===== config.mk =====
export PLATFORM = sky130hd
export DESIGN_NAME = fp_register_stack
export DESIGN_NICKNAME = d
export VERILOG_FILES = /design/src/design/fp_stack_pkg.sv /design/src/design/fp_format_conv.sv /design/src/design/fp_register_stack.sv
export VERILOG_INCLUDE_DIRS = /design/src /design/src/design
export SDC_FILE = /design/constraint.sdc
export NUM_CORES = 2
export LEC_CHECK = 0
export BUFFER_PORTS_ARGS = -buffer_cell sky130_fd_sc_hd__buf_4
export CORE_MARGIN = 5
export CORE_UTILIZATION = 25
export DETAILED_ROUTE_END_ITERATION = 10
export PLACE_DENSITY = 0.43
export SETUP_SLACK_MARGIN = 0.02
export SYNTH_ARGS = -nofsm -noshare
export SYNTH_HDL_FRONTEND = slang
export SYNTH_SLANG_ARGS = --single-unit

===== constraint.sdc =====
create_clock -name mclk -period 7.6 [get_ports mclk]
set_clock_uncertainty 0.1 [all_clocks]
set_input_delay 1.14 -clock mclk [delete_from_list [all_inputs] [get_ports mclk]]
set_output_delay 1.14 -clock mclk [all_outputs]
set_load 0.03 [all_outputs]

===== src/design/fp_stack_defs.svh =====
`ifndef FP_STACK_DEFS_SVH
`define FP_STACK_DEFS_SVH

// ****************************************************************
// Widths and reset values
// ****************************************************************
`define FPS_DATA_W 80
`define FPS_REGS 8
`define FPS_PTR_W 3
`define FPS_TOP_RESET 3'h0
`define FPS_TOP_LSB 11
`define FPS_TOP_MSB 13
`define FPS_STATUS_W 16
`define FPS_CTRL_RESET 16'h037F
`define FPS_TAG_RESET 16'hFFFF
`define FPS_PKD_W 64
`define FPS_PKD_EXP 16'hFFFF
`define FPS_EXT_W 64

// ****************************************************************
// Store format codes
// ****************************************************************
`define FPS_FMT_W 2
`define FPS_FMT_EXT 2'h0
`define FPS_FMT_SHORT 2'h1
`define FPS_FMT_INT 2'h2
`define FPS_FMT_BCD 2'h3

`endif


===== src/design/fp_stack_pkg.sv =====
package fp_stack_pkg;
  // Operations the decoder may issue to the register stack
  typedef enum logic [3:0] {
    OP_NONE,
    OP_PUSH_LOAD,
    OP_LOAD_NOPUSH,
    OP_POP_STORE,
    OP_STORE_NOPOP,
    OP_EXCHANGE,
    OP_WRITE_REL,
    OP_PACKED_WRITE,
    OP_CALL_RET,
    OP_CLEAR_EXC
  } op_t;
endpackage


===== src/design/fp_format_conv.sv =====
`timescale 1ns/1ps
`default_nettype none
`include "fp_stack_defs.svh"

// ****************************************************************
// Memory value to extended format conversion
// ****************************************************************
// Combinational: values already extended pass unchanged; other formats
// are widened by the memory path upstream into the 64-bit significand
// carried here, and this module forms the 80-bit extended word.
module fp_format_conv (
  // Source value
  input wire logic [`FPS_DATA_W-1:0] src_val,
  input wire logic [`FPS_FMT_W-1:0] src_fmt,
  // Result
  output logic [`FPS_DATA_W-1:0] ext_val
);
  logic [`FPS_EXT_W-1:0] mag;

  // Non-extended inputs: sign in bit 79, magnitude in low bits
  always_comb begin
    mag = src_val[`FPS_EXT_W-1:0];
    if (src_fmt == `FPS_FMT_EXT) begin
      ext_val = src_val;
    end else if (mag == '0) begin
      ext_val = {src_val[`FPS_DATA_W-1], {(`FPS_DATA_W-1){1'b0}}};
    end else begin
      // Integer-style magnitude scaled to an exponent of 63
      ext_val = {src_val[`FPS_DATA_W-1], 15'h403E, mag};
    end
  end
endmodule
`default_nettype wire


===== src/design/fp_register_stack.sv =====
// Overview of operation
// - Eight registers, each eighty bits wide
// - Loads convert to extended format when needed
// - Stores leave extended, with the asked format passed along
// - All accesses but packed-integer writes resolve relative to stack top
// - Stack-top pointer kept in status word
// - Push load decrements pointer, then writes top
// - Pop store reads top, then increments pointer
// - Load and store variants without pointer change
// - Push at pointer zero wraps to seven
// - Overflow flagged when push hits unsaved register
// - Top operand and indexed operands zero to seven
// - Physical register equals pointer plus index
// - Exchange swaps top with another register
// - Call and return leave stack unchanged
// - Packed-integer writes alias onto data registers
// - State independent of other execution units
// - Holds status, control, tag, pointers, opcode
// - Pointer sits in status bits eleven to thirteen
`timescale 1ns/1ps
`default_nettype none
`include "fp_stack_defs.svh"

module fp_register_stack #(
  parameter int DATA_W = `FPS_DATA_W,
  parameter int REGS = `FPS_REGS
) (
  // Clock, reset, enable
  input wire logic mclk,
  input wire logic reset_n,
  input wire logic clk_en,
  // Operation request
  input wire logic op_valid,
  input wire fp_stack_pkg::op_t op_code,
  input wire logic [`FPS_PTR_W-1:0] op_index,
  // Load data and format
  input wire logic [DATA_W-1:0] load_data,
  input wire logic [`FPS_FMT_W-1:0] load_fmt,
  // Store format request
  input wire logic [`FPS_FMT_W-1:0] store_fmt,
  // Packed-integer alias write
  input wire logic [`FPS_PKD_W-1:0] packed_data,
  // Instruction bookkeeping
  input wire logic [47:0] instr_ptr,
  input wire logic [47:0] operand_ptr,
  input wire logic [10:0] opcode,
  input wire logic [15:0] ctrl_wdata,
  input wire logic ctrl_we,
  // Store result
  output logic [DATA_W-1:0] store_data,
  output logic [`FPS_FMT_W-1:0] store_data_fmt,
  output logic store_valid,
  // Operand read port
  output logic [DATA_W-1:0] stack_top_operand,
  output logic [DATA_W-1:0] stack_relative_operand,
  // Status and bookkeeping
  output logic [`FPS_STATUS_W-1:0] status_word,
  output logic [15:0] control_word,
  output logic [15:0] tag_word,
  output logic [47:0] last_instr_ptr,
  output logic [47:0] last_operand_ptr,
  output logic [10:0] last_opcode,
  output logic stack_overflow,
  output logic stack_underflow
);

  // ****************************************************************
  // Storage
  // ****************************************************************
  logic [DATA_W-1:0] data_reg [REGS];
  logic [REGS-1:0] valid_reg;
  logic [`FPS_PTR_W-1:0] top_reg;
  logic overflow_reg;
  logic underflow_reg;
  logic [15:0] control_reg;
  logic [47:0] ip_reg;
  logic [47:0] dp_reg;
  logic [10:0] opc_reg;
  logic [DATA_W-1:0] store_reg;
  logic [`FPS_FMT_W-1:0] store_fmt_reg;
  logic store_valid_reg;

  // ****************************************************************
  // Addressing
  // ****************************************************************
  logic [`FPS_PTR_W-1:0] top_dec;
  logic [`FPS_PTR_W-1:0] top_inc;
  logic [`FPS_PTR_W-1:0] rel_phys;
  logic [DATA_W-1:0] load_ext;
  logic [DATA_W-1:0] packed_ext;
  logic fire;
  logic push_hit;
  logic pop_empty;

  // Three-bit sums wrap on their own
  assign top_dec = top_reg - 3'h1;
  assign top_inc = top_reg + 3'h1;
  assign rel_phys = top_reg + op_index;
  assign fire = clk_en && op_valid;

  // Only a push onto a still-valid register loses data
  assign push_hit = valid_reg[top_dec];
  assign pop_empty = !valid_reg[top_reg];

  // Packed writes set exponent to all ones as the alias rule does
  assign packed_ext = {`FPS_PKD_EXP, packed_data};

  // Load conversion
  fp_format_conv u_conv (
    .src_val(load_data),
    .src_fmt(load_fmt),
    .ext_val(load_ext)
  );

  // Operand outputs read through the pointer, never by number
  assign stack_top_operand = data_reg[top_reg];
  assign stack_relative_operand = data_reg[rel_phys];

  // ****************************************************************
  // Data registers
  // ****************************************************************
  // Writes never collide: one operation per cycle
  always_ff @(posedge mclk or negedge reset_n) begin
    if (!reset_n) begin
      for (int i = 0; i < REGS; i++) begin
        data_reg[i] <= '0;
      end
    end else if (fire) begin
      case (op_code)
        fp_stack_pkg::OP_PUSH_LOAD: begin
          data_reg[top_dec] <= load_ext;
        end
        fp_stack_pkg::OP_LOAD_NOPUSH,
        fp_stack_pkg::OP_WRITE_REL: begin
          data_reg[rel_phys] <= load_ext;
        end
        fp_stack_pkg::OP_EXCHANGE: begin
          data_reg[top_reg] <= data_reg[rel_phys];
          data_reg[rel_phys] <= data_reg[top_reg];
        end
        fp_stack_pkg::OP_PACKED_WRITE: begin
          // Index picks an absolute alias slot, not stack relative
          data_reg[op_index] <= packed_ext;
        end
        default: begin
        end
      endcase
    end
  end

  // ****************************************************************
  // Valid bits behind the tag word
  // ****************************************************************
  always_ff @(posedge mclk or negedge reset_n) begin
    if (!reset_n) begin
      valid_reg <= '0;
    end else if (fire) begin
      case (op_code)
        fp_stack_pkg::OP_PUSH_LOAD: begin
          valid_reg[top_dec] <= 1'b1;
        end
        fp_stack_pkg::OP_LOAD_NOPUSH,
        fp_stack_pkg::OP_WRITE_REL: begin
          valid_reg[rel_phys] <= 1'b1;
        end
        fp_stack_pkg::OP_EXCHANGE: begin
          valid_reg[top_reg] <= valid_reg[rel_phys];
          valid_reg[rel_phys] <= valid_reg[top_reg];
        end
        fp_stack_pkg::OP_POP_STORE: begin
          valid_reg[top_reg] <= 1'b0;
        end
        fp_stack_pkg::OP_PACKED_WRITE: begin
          valid_reg <= '1;
        end
        default: begin
        end
      endcase
    end
  end

  // ****************************************************************
  // Stack-top pointer
  // ****************************************************************
  // Call and return fall through the default and hold the pointer
  always_ff @(posedge mclk or negedge reset_n) begin
    if (!reset_n) begin
      top_reg <= `FPS_TOP_RESET;
    end else if (fire) begin
      case (op_code)
        fp_stack_pkg::OP_PUSH_LOAD: top_reg <= top_dec;
        fp_stack_pkg::OP_POP_STORE: top_reg <= top_inc;
        fp_stack_pkg::OP_PACKED_WRITE: top_reg <= `FPS_TOP_RESET;
        default: top_reg <= top_reg;
      endcase
    end
  end

  // ****************************************************************
  // Stack faults, sticky until cleared
  // ****************************************************************
  // A new fault in the clearing cycle wins over the clear
  always_ff @(posedge mclk or negedge reset_n) begin
    if (!reset_n) begin
      overflow_reg <= 1'b0;
      underflow_reg <= 1'b0;
    end else if (fire) begin
      if (op_code == fp_stack_pkg::OP_PUSH_LOAD && push_hit) begin
        overflow_reg <= 1'b1;
      end else if (op_code == fp_stack_pkg::OP_CLEAR_EXC) begin
        overflow_reg <= 1'b0;
      end
      if (op_code == fp_stack_pkg::OP_POP_STORE && pop_empty) begin
        underflow_reg <= 1'b1;
      end else if (op_code == fp_stack_pkg::OP_CLEAR_EXC) begin
        underflow_reg <= 1'b0;
      end
    end
  end

  // ****************************************************************
  // Store path
  // ****************************************************************
  // Data leaves extended; the requested format rides alongside so the
  // memory path narrows it, which keeps the wide rounder out of here
  always_ff @(posedge mclk or negedge reset_n) begin
    if (!reset_n) begin
      store_reg <= '0;
      store_fmt_reg <= `FPS_FMT_EXT;
      store_valid_reg <= 1'b0;
    end else if (clk_en) begin
      store_valid_reg <= 1'b0;
      if (op_valid && (op_code == fp_stack_pkg::OP_POP_STORE ||
          op_code == fp_stack_pkg::OP_STORE_NOPOP)) begin
        // A pop always leaves from the top; only the plain store is indexed
        if (op_code == fp_stack_pkg::OP_POP_STORE) begin
          store_reg <= data_reg[top_reg];
        end else begin
          store_reg <= data_reg[rel_phys];
        end
        store_fmt_reg <= store_fmt;
        store_valid_reg <= 1'b1;
      end
    end
  end

  // ****************************************************************
  // Bookkeeping registers
  // ****************************************************************
  // Only this unit's own inputs reach these; nothing is shared
  always_ff @(posedge mclk or negedge reset_n) begin
    if (!reset_n) begin
      control_reg <= `FPS_CTRL_RESET;
      ip_reg <= '0;
      dp_reg <= '0;
      opc_reg <= '0;
    end else if (clk_en) begin
      if (ctrl_we) begin
        control_reg <= ctrl_wdata;
      end
      if (op_valid && op_code != fp_stack_pkg::OP_CALL_RET) begin
        ip_reg <= instr_ptr;
        dp_reg <= operand_ptr;
        opc_reg <= opcode;
      end
    end
  end

  // ****************************************************************
  // Outputs
  // ****************************************************************
  // Tag: 00 valid, 11 empty, per register
  always_comb begin
    tag_word = `FPS_TAG_RESET;
    for (int i = 0; i < REGS; i++) begin
      if (valid_reg[i]) begin
        tag_word[2*i +: 2] = 2'b00;
      end
    end
  end

  // Status: stack fault in bit 6, invalid in bit 0, C1 marks overflow
  always_comb begin
    status_word = '0;
    status_word[`FPS_TOP_MSB:`FPS_TOP_LSB] = top_reg;
    status_word[6] = overflow_reg | underflow_reg;
    status_word[0] = overflow_reg | underflow_reg;
    status_word[9] = overflow_reg;
  end

  assign control_word = control_reg;
  assign last_instr_ptr = ip_reg;
  assign last_operand_ptr = dp_reg;
  assign last_opcode = opc_reg;
  assign stack_overflow = overflow_reg;
  assign stack_underflow = underflow_reg;
  assign store_data = store_reg;
  assign store_data_fmt = store_fmt_reg;
  assign store_valid = store_valid_reg;

endmodule
`default_nettype wire


**Word-level counts from Yosys, hierarchy flattened**

Cells that the tools add are included.

- Input port bits: 283
- Logic and storage cells: 135
- Register bits: 859

- Reduce and logical (&&, ||, !) cells: 30
- Add/subtract/negate cells: 3
- Equality and inequality tests: 9
- Muxes and demuxes: 51
- Order comparisons: 14
- Bitwise operators: 9

Operator list:

| cell | count |
|---|---|
| $bwmux 640 | 5 |
| $pmux 640 s4 | 1 |
| $demux 80 s3 | 4 |
| $mux 80 | 9 |
| $bmux 80 s3 | 2 |
| $mux 79 | 2 |
| $logic_not 64->1 | 1 |
| $pmux 8 s5 | 1 |
| $bwmux 8 | 2 |
| $eq 4x3->1 const B | 4 |
| $ge 4x4->1 const B | 4 |
| $lt 4x1->1 const B | 4 |
| $mux 2 | 8 |
| $not 3->4 | 4 |
| $or 8x8->8 | 2 |
| $reduce_and 2->1 | 8 |
| $logic_and 1x1->1 | 12 |
| $lt 3x4->1 const B | 3 |
| $mux 1 | 10 |
| $bmux 1 s3 | 3 |
| $demux 1 s3 | 3 |
| $ge 3x1->1 const B | 3 |
| $pmux 3 s3 | 1 |
| $and 8x8->8 | 1 |
| 17 further kinds | 19 |

**Depth between registers and ports, before layout**

- Depth after elaboration: 8
- Mapped depth: 17

**Cells and area by module**

From an unflattened synthesis, not the netlist that was laid out.

- Cells, all modules: 7556
- Area, all modules: 66362.4 um^2

Modules (own cells, without submodules):

| module | area each (um^2) | sequential area each (um^2) | instances | cells an instance |
|---|---|---|---|---|
| fp_register_stack | 65801.9 | 21506.9 | 1 | 7444 |
| fp_format_conv | 560.5 | 0.0 | 1 | 112 |

**Worst setup path after synthesis**

OpenSTA, ideal clock, no wires.

- Path type: input -> output
- Start point: input op_index[1]
- End point: output stack_relative_operand[9]
- Arrival time: 3.946 ns
- Stages: 9
- Setup slack: 2.414 ns
- Cells stage by stage: clkbuf_1 > inv_1 > fa_1 > buf_2 > buf_2 > buf_1 > mux4_2 > mux2i_1 > inv_1

- Word-level cells in the longest chain between the ends: 5

Ends and longest elaborated chain:

| item | RTL line | RTL |
|---|---|---|
| start: declaration | fp_register_stack.sv:35 | `` input wire logic [`FPS_PTR_W-1:0] op_index, `` |
| $add 3x3->3 | fp_register_stack.sv:98 | `assign rel_phys = top_reg + op_index;` |
| $not 3->4 (implied by the code) | fp_register_stack.sv:117 | `assign stack_relative_operand = data_reg[rel_phys];` |
| $bmux 80 s3 | fp_register_stack.sv:117 |  |
| $mux 80 (implied by the code) (2 in series) | fp_register_stack.sv:117 |  |
| end: declaration | fp_register_stack.sv:55 | `output logic [DATA_W-1:0] stack_relative_operand,` |

No other way between the ends. The select of a mux whose other input is x is not followed.

**Worst setup path in the final report**

- Start point: register top_reg[0]
- End point: output stack_relative_operand[29]

- Word-level cells in the longest chain between the ends: 5

Ends and longest elaborated chain:

| item | RTL line | RTL |
|---|---|---|
| start: declaration | fp_register_stack.sv:72 | `` logic [`FPS_PTR_W-1:0] top_reg; `` |
| start signal: assignment | fp_register_stack.sv:188 | `` top_reg <= `FPS_TOP_RESET; `` |
| start signal: assignment | fp_register_stack.sv:191 | `fp_stack_pkg::OP_PUSH_LOAD: top_reg <= top_dec;` |
| start signal: assignment | fp_register_stack.sv:192 | `fp_stack_pkg::OP_POP_STORE: top_reg <= top_inc;` |
| $add 3x3->3 | fp_register_stack.sv:98 |  |
| $not 3->4 (implied by the code) | fp_register_stack.sv:117 |  |
| $bmux 80 s3 | fp_register_stack.sv:117 |  |
| $mux 80 (implied by the code) (2 in series) | fp_register_stack.sv:117 |  |

No other way between the ends. The select of a mux whose other input is x is not followed.

==> metrics.yaml <==
route:
  antenna_left: 0
  totalWireLength_um: 454000
  dr_total_vias: 78700
  drtIter0Drc: 13000
  firstDrtPassIters: 9
  drc: 0
  vias_per_cell: 6.58
  wire_per_inst_um: 37.9
sta:
  fin_crit_sh_pct: 88.5
  hold_violations: 0
  finalSetupViolCount: 0
  fin_crit_ps: 6720
  worstMarginPinSlew_ps: 1520
  grt_setup_unrepaired: "no"
  fmax_mhz: 149
  finalMaxSlewViolations: 20
  relSlewSlack_pct: -1.66
  fin_tns_setup_ps: 0
outcome:
  outcome: "finished with violations"
  violations: "capacitance limit, slew limit"
floorplan:
  row_count: 190
  core-area_sq_um: 268000
  start_util_pct: 25.1
  die-area_sq_um: 279000
  die_w_um: 528
  io_pins: 683
  die_y_um: 528
cells_and_area:
  drive_above_1_share_pct: 21.2
  area_growth_syn_to_layout_pct: 18.5
  nets: 8544
  final_cells: 12000
  post-route-util_pct: 29.7
  stdcell_area_sq_um: 79500
critical_path:
  critPathKind: "flip-flop to output port"
  worstSetupStartpoint: "top_reg[0]"
  r2r-start: "top_reg[0]"
  end_kind: "output port"
  rrSetupSlack_ps: 1780
  critPathRequiredTime_ps: 6360
  reg2reg_depth: 10
  cp-endpoint: "stack_relative_operand[29]"
  arrival_ps: 5480
  start_kind: "flip-flop"
  path_max_fanout: 88
yosys:
  syn_area_per_cell_sq_um: 8.24
  syn_inst: 8145
  ys_warn_count: 0
  mappedNetlistArea_sq_um: 67100
  ys_seq_area_share_pct: 32.0
  synth_cell_type_count: 93
  yosysTopAreaCellShare_pct: 31.7
  synth_area_leaders: "dfrtp_1 32%, nand2_1 9.0%, mux4_2 8.4%, a21oi_1 6.9%, mux2i_1 6.0%"
  synth_top_cell_by_area: "dfrtp_1"
  async_reset_ff_share_pct: 100
  ys_dominant_reg_cell: "dfrtp_1"
  synth_seq_cells: 859
  synth_edf_count: 0
power:
  worst_ir_drop_vdd_uv: 342
  p_per_area_nw_per_um2: 421
  leakagePower_nw: 33.8
  power.total_mw: 33.5
clocking:
  root_buffer: "clkbuf_16"
  cts_tree: "built"
  numCtsBuffers: 119
  clkTransAtPathRegs_ps: 60
  cts.sinks: 859
  worstSkewPairLatency_ps: 830
  hold_buffers: 0
  ctsResizeCount: 0
  h-tree-depth: 3
  clk_path_buf_depth: 3
  cts_setup_buffers: 0
placement:
  portBuffers: 672
  dp_hpwl_um: 269000
  placed_cells: 11700
  placed_area_sq_um: 75500
  gp_congestion: 0.928
grt:
  grt_pass1_wl_um: 617000
  grt-ovfl-total: 0
  antenna_found_initial: 67
  grt_max_degree: 164
  grt_pass1_vias: 74300
  track_usage_pct: 30.8
worst_hold_path:
  hold_class: "input port to asynchronous set/reset pin"
flow_run:
  maxCapViolCount: 1
[where the power goes]
part	internal, mW	switching [mW]	total, mW	leakage (nW)
clock network	3.35	2.61	5.95	1.94
logic	5.83	13.7	19.5	20.5
registers	6.13	1.84	7.97	11.3
[synthesized netlist by cell type (71+ instances only)]
| library cell | number |
|---|---|
| mux4_2 | 249 |
| a221oi_1 | 424 |
| dfrtp_1 | 850 |
| nand3_1 | 248 |
| inv_1 | 127 |
| mux2_2 | 150 |
| buf_2 | 214 |
| mux2i_1 | 402 |
| o21ai_0 | 682 |
| buf_4 | 86 |
| o211ai_1 | 143 |
| o22ai_1 | 471 |
| clkbuf_1 | 547 |
| nor3_1 | 71 |
| a21oi_1 | 931 |
| nor2_1 | 171 |
| nand2_1 | 1602 |
| buf_1 | 117 |
[placed cells by master, fill, tap and decap left out, drive strengths merged, types with 144 or more instances in the layout]
| cell | count |
|---|---|
| nand2 | 1605 |
| buf | 972 |
| a21oi | 941 |
| dfrtp | 850 |
| o21ai | 706 |
| o22ai | 472 |
| mux2i | 435 |
| a221oi | 425 |
| mux4 | 251 |
| nand3 | 248 |
| nor2 | 177 |
| clkbuf | 171 |
| inv | 154 |
| mux2 | 152 |
| o211ai | 144 |
[worst max-delay path: stages (launching register included)]
cell and delay, ps:
dfrtp_4 890, ha_4 210, inv_1 50, fa_4 1270, buf_12 540, mux4_2 610
mux2i_2 300, inv_1 200, buf_4 230
[cell type report]
class	instances	area, sq um
Clock buffer	171	3450
Sequential cell	859	21500
Multi-Input combinational cell	6154	41200
Antenna cell	51	128
Clock inverter	46	472
Fill cell	28500	188000
Tap cell	3552	4440
Timing Repair Buffer	972	7780
Inverter	151	569
[metrics by stage]
step | hold WS [ps] | worst slack [ps]
global placement | 369 | 1430
global route | 329 | 778
finish | 297 | 877
CTS | 273 | 999
floorplan | 388 | 2410
detailed placement | 373 | 1370
[logic make-up (layout without fill, tap and decap cells)]
logic type | after synthesis | after routing | share of synthesized area (%)
AOI/OAI and AO/OA | 3022 | 3022 | 28.2
and+or+nand+nor | 2275 | 2275 | 14.1
buffers and inverters | 1141 | 1340 | 7.56
DFF | 859 | 859 | 32.0
muxes | 838 | 838 | 17.9
xor gates and xnor gates | 5 | 5 | 0.110
adders and majority gates | 4 | 4 | 0.0858
other | 1 | 61 | 0.00559
[worst min-delay path by stage]
stage / from / endpoint / slack, ps
final: reset_n / asynchronous set/reset pin / 300
after global routing: reset_n / asynchronous set/reset pin / 330
after CTS: reset_n / asynchronous set/reset pin / 270
after detailed placement: store_data[16] / store_data[16] / 370
after global placement: store_data[60] / store_data[60] / 370
after floorplan: flip-flop / flip-flop / 390
[per-layer routing]
metal | global-route usage [%] | part of all wire [%]
met3 | 11.7 | 14
met5 | 0.710 | 0.10
met4 | 20.3 | 7.5
met1 | 39.0 | 37
met2 | 43.2 | 41
No activity file was read; power rests on OpenSTA's default activity.
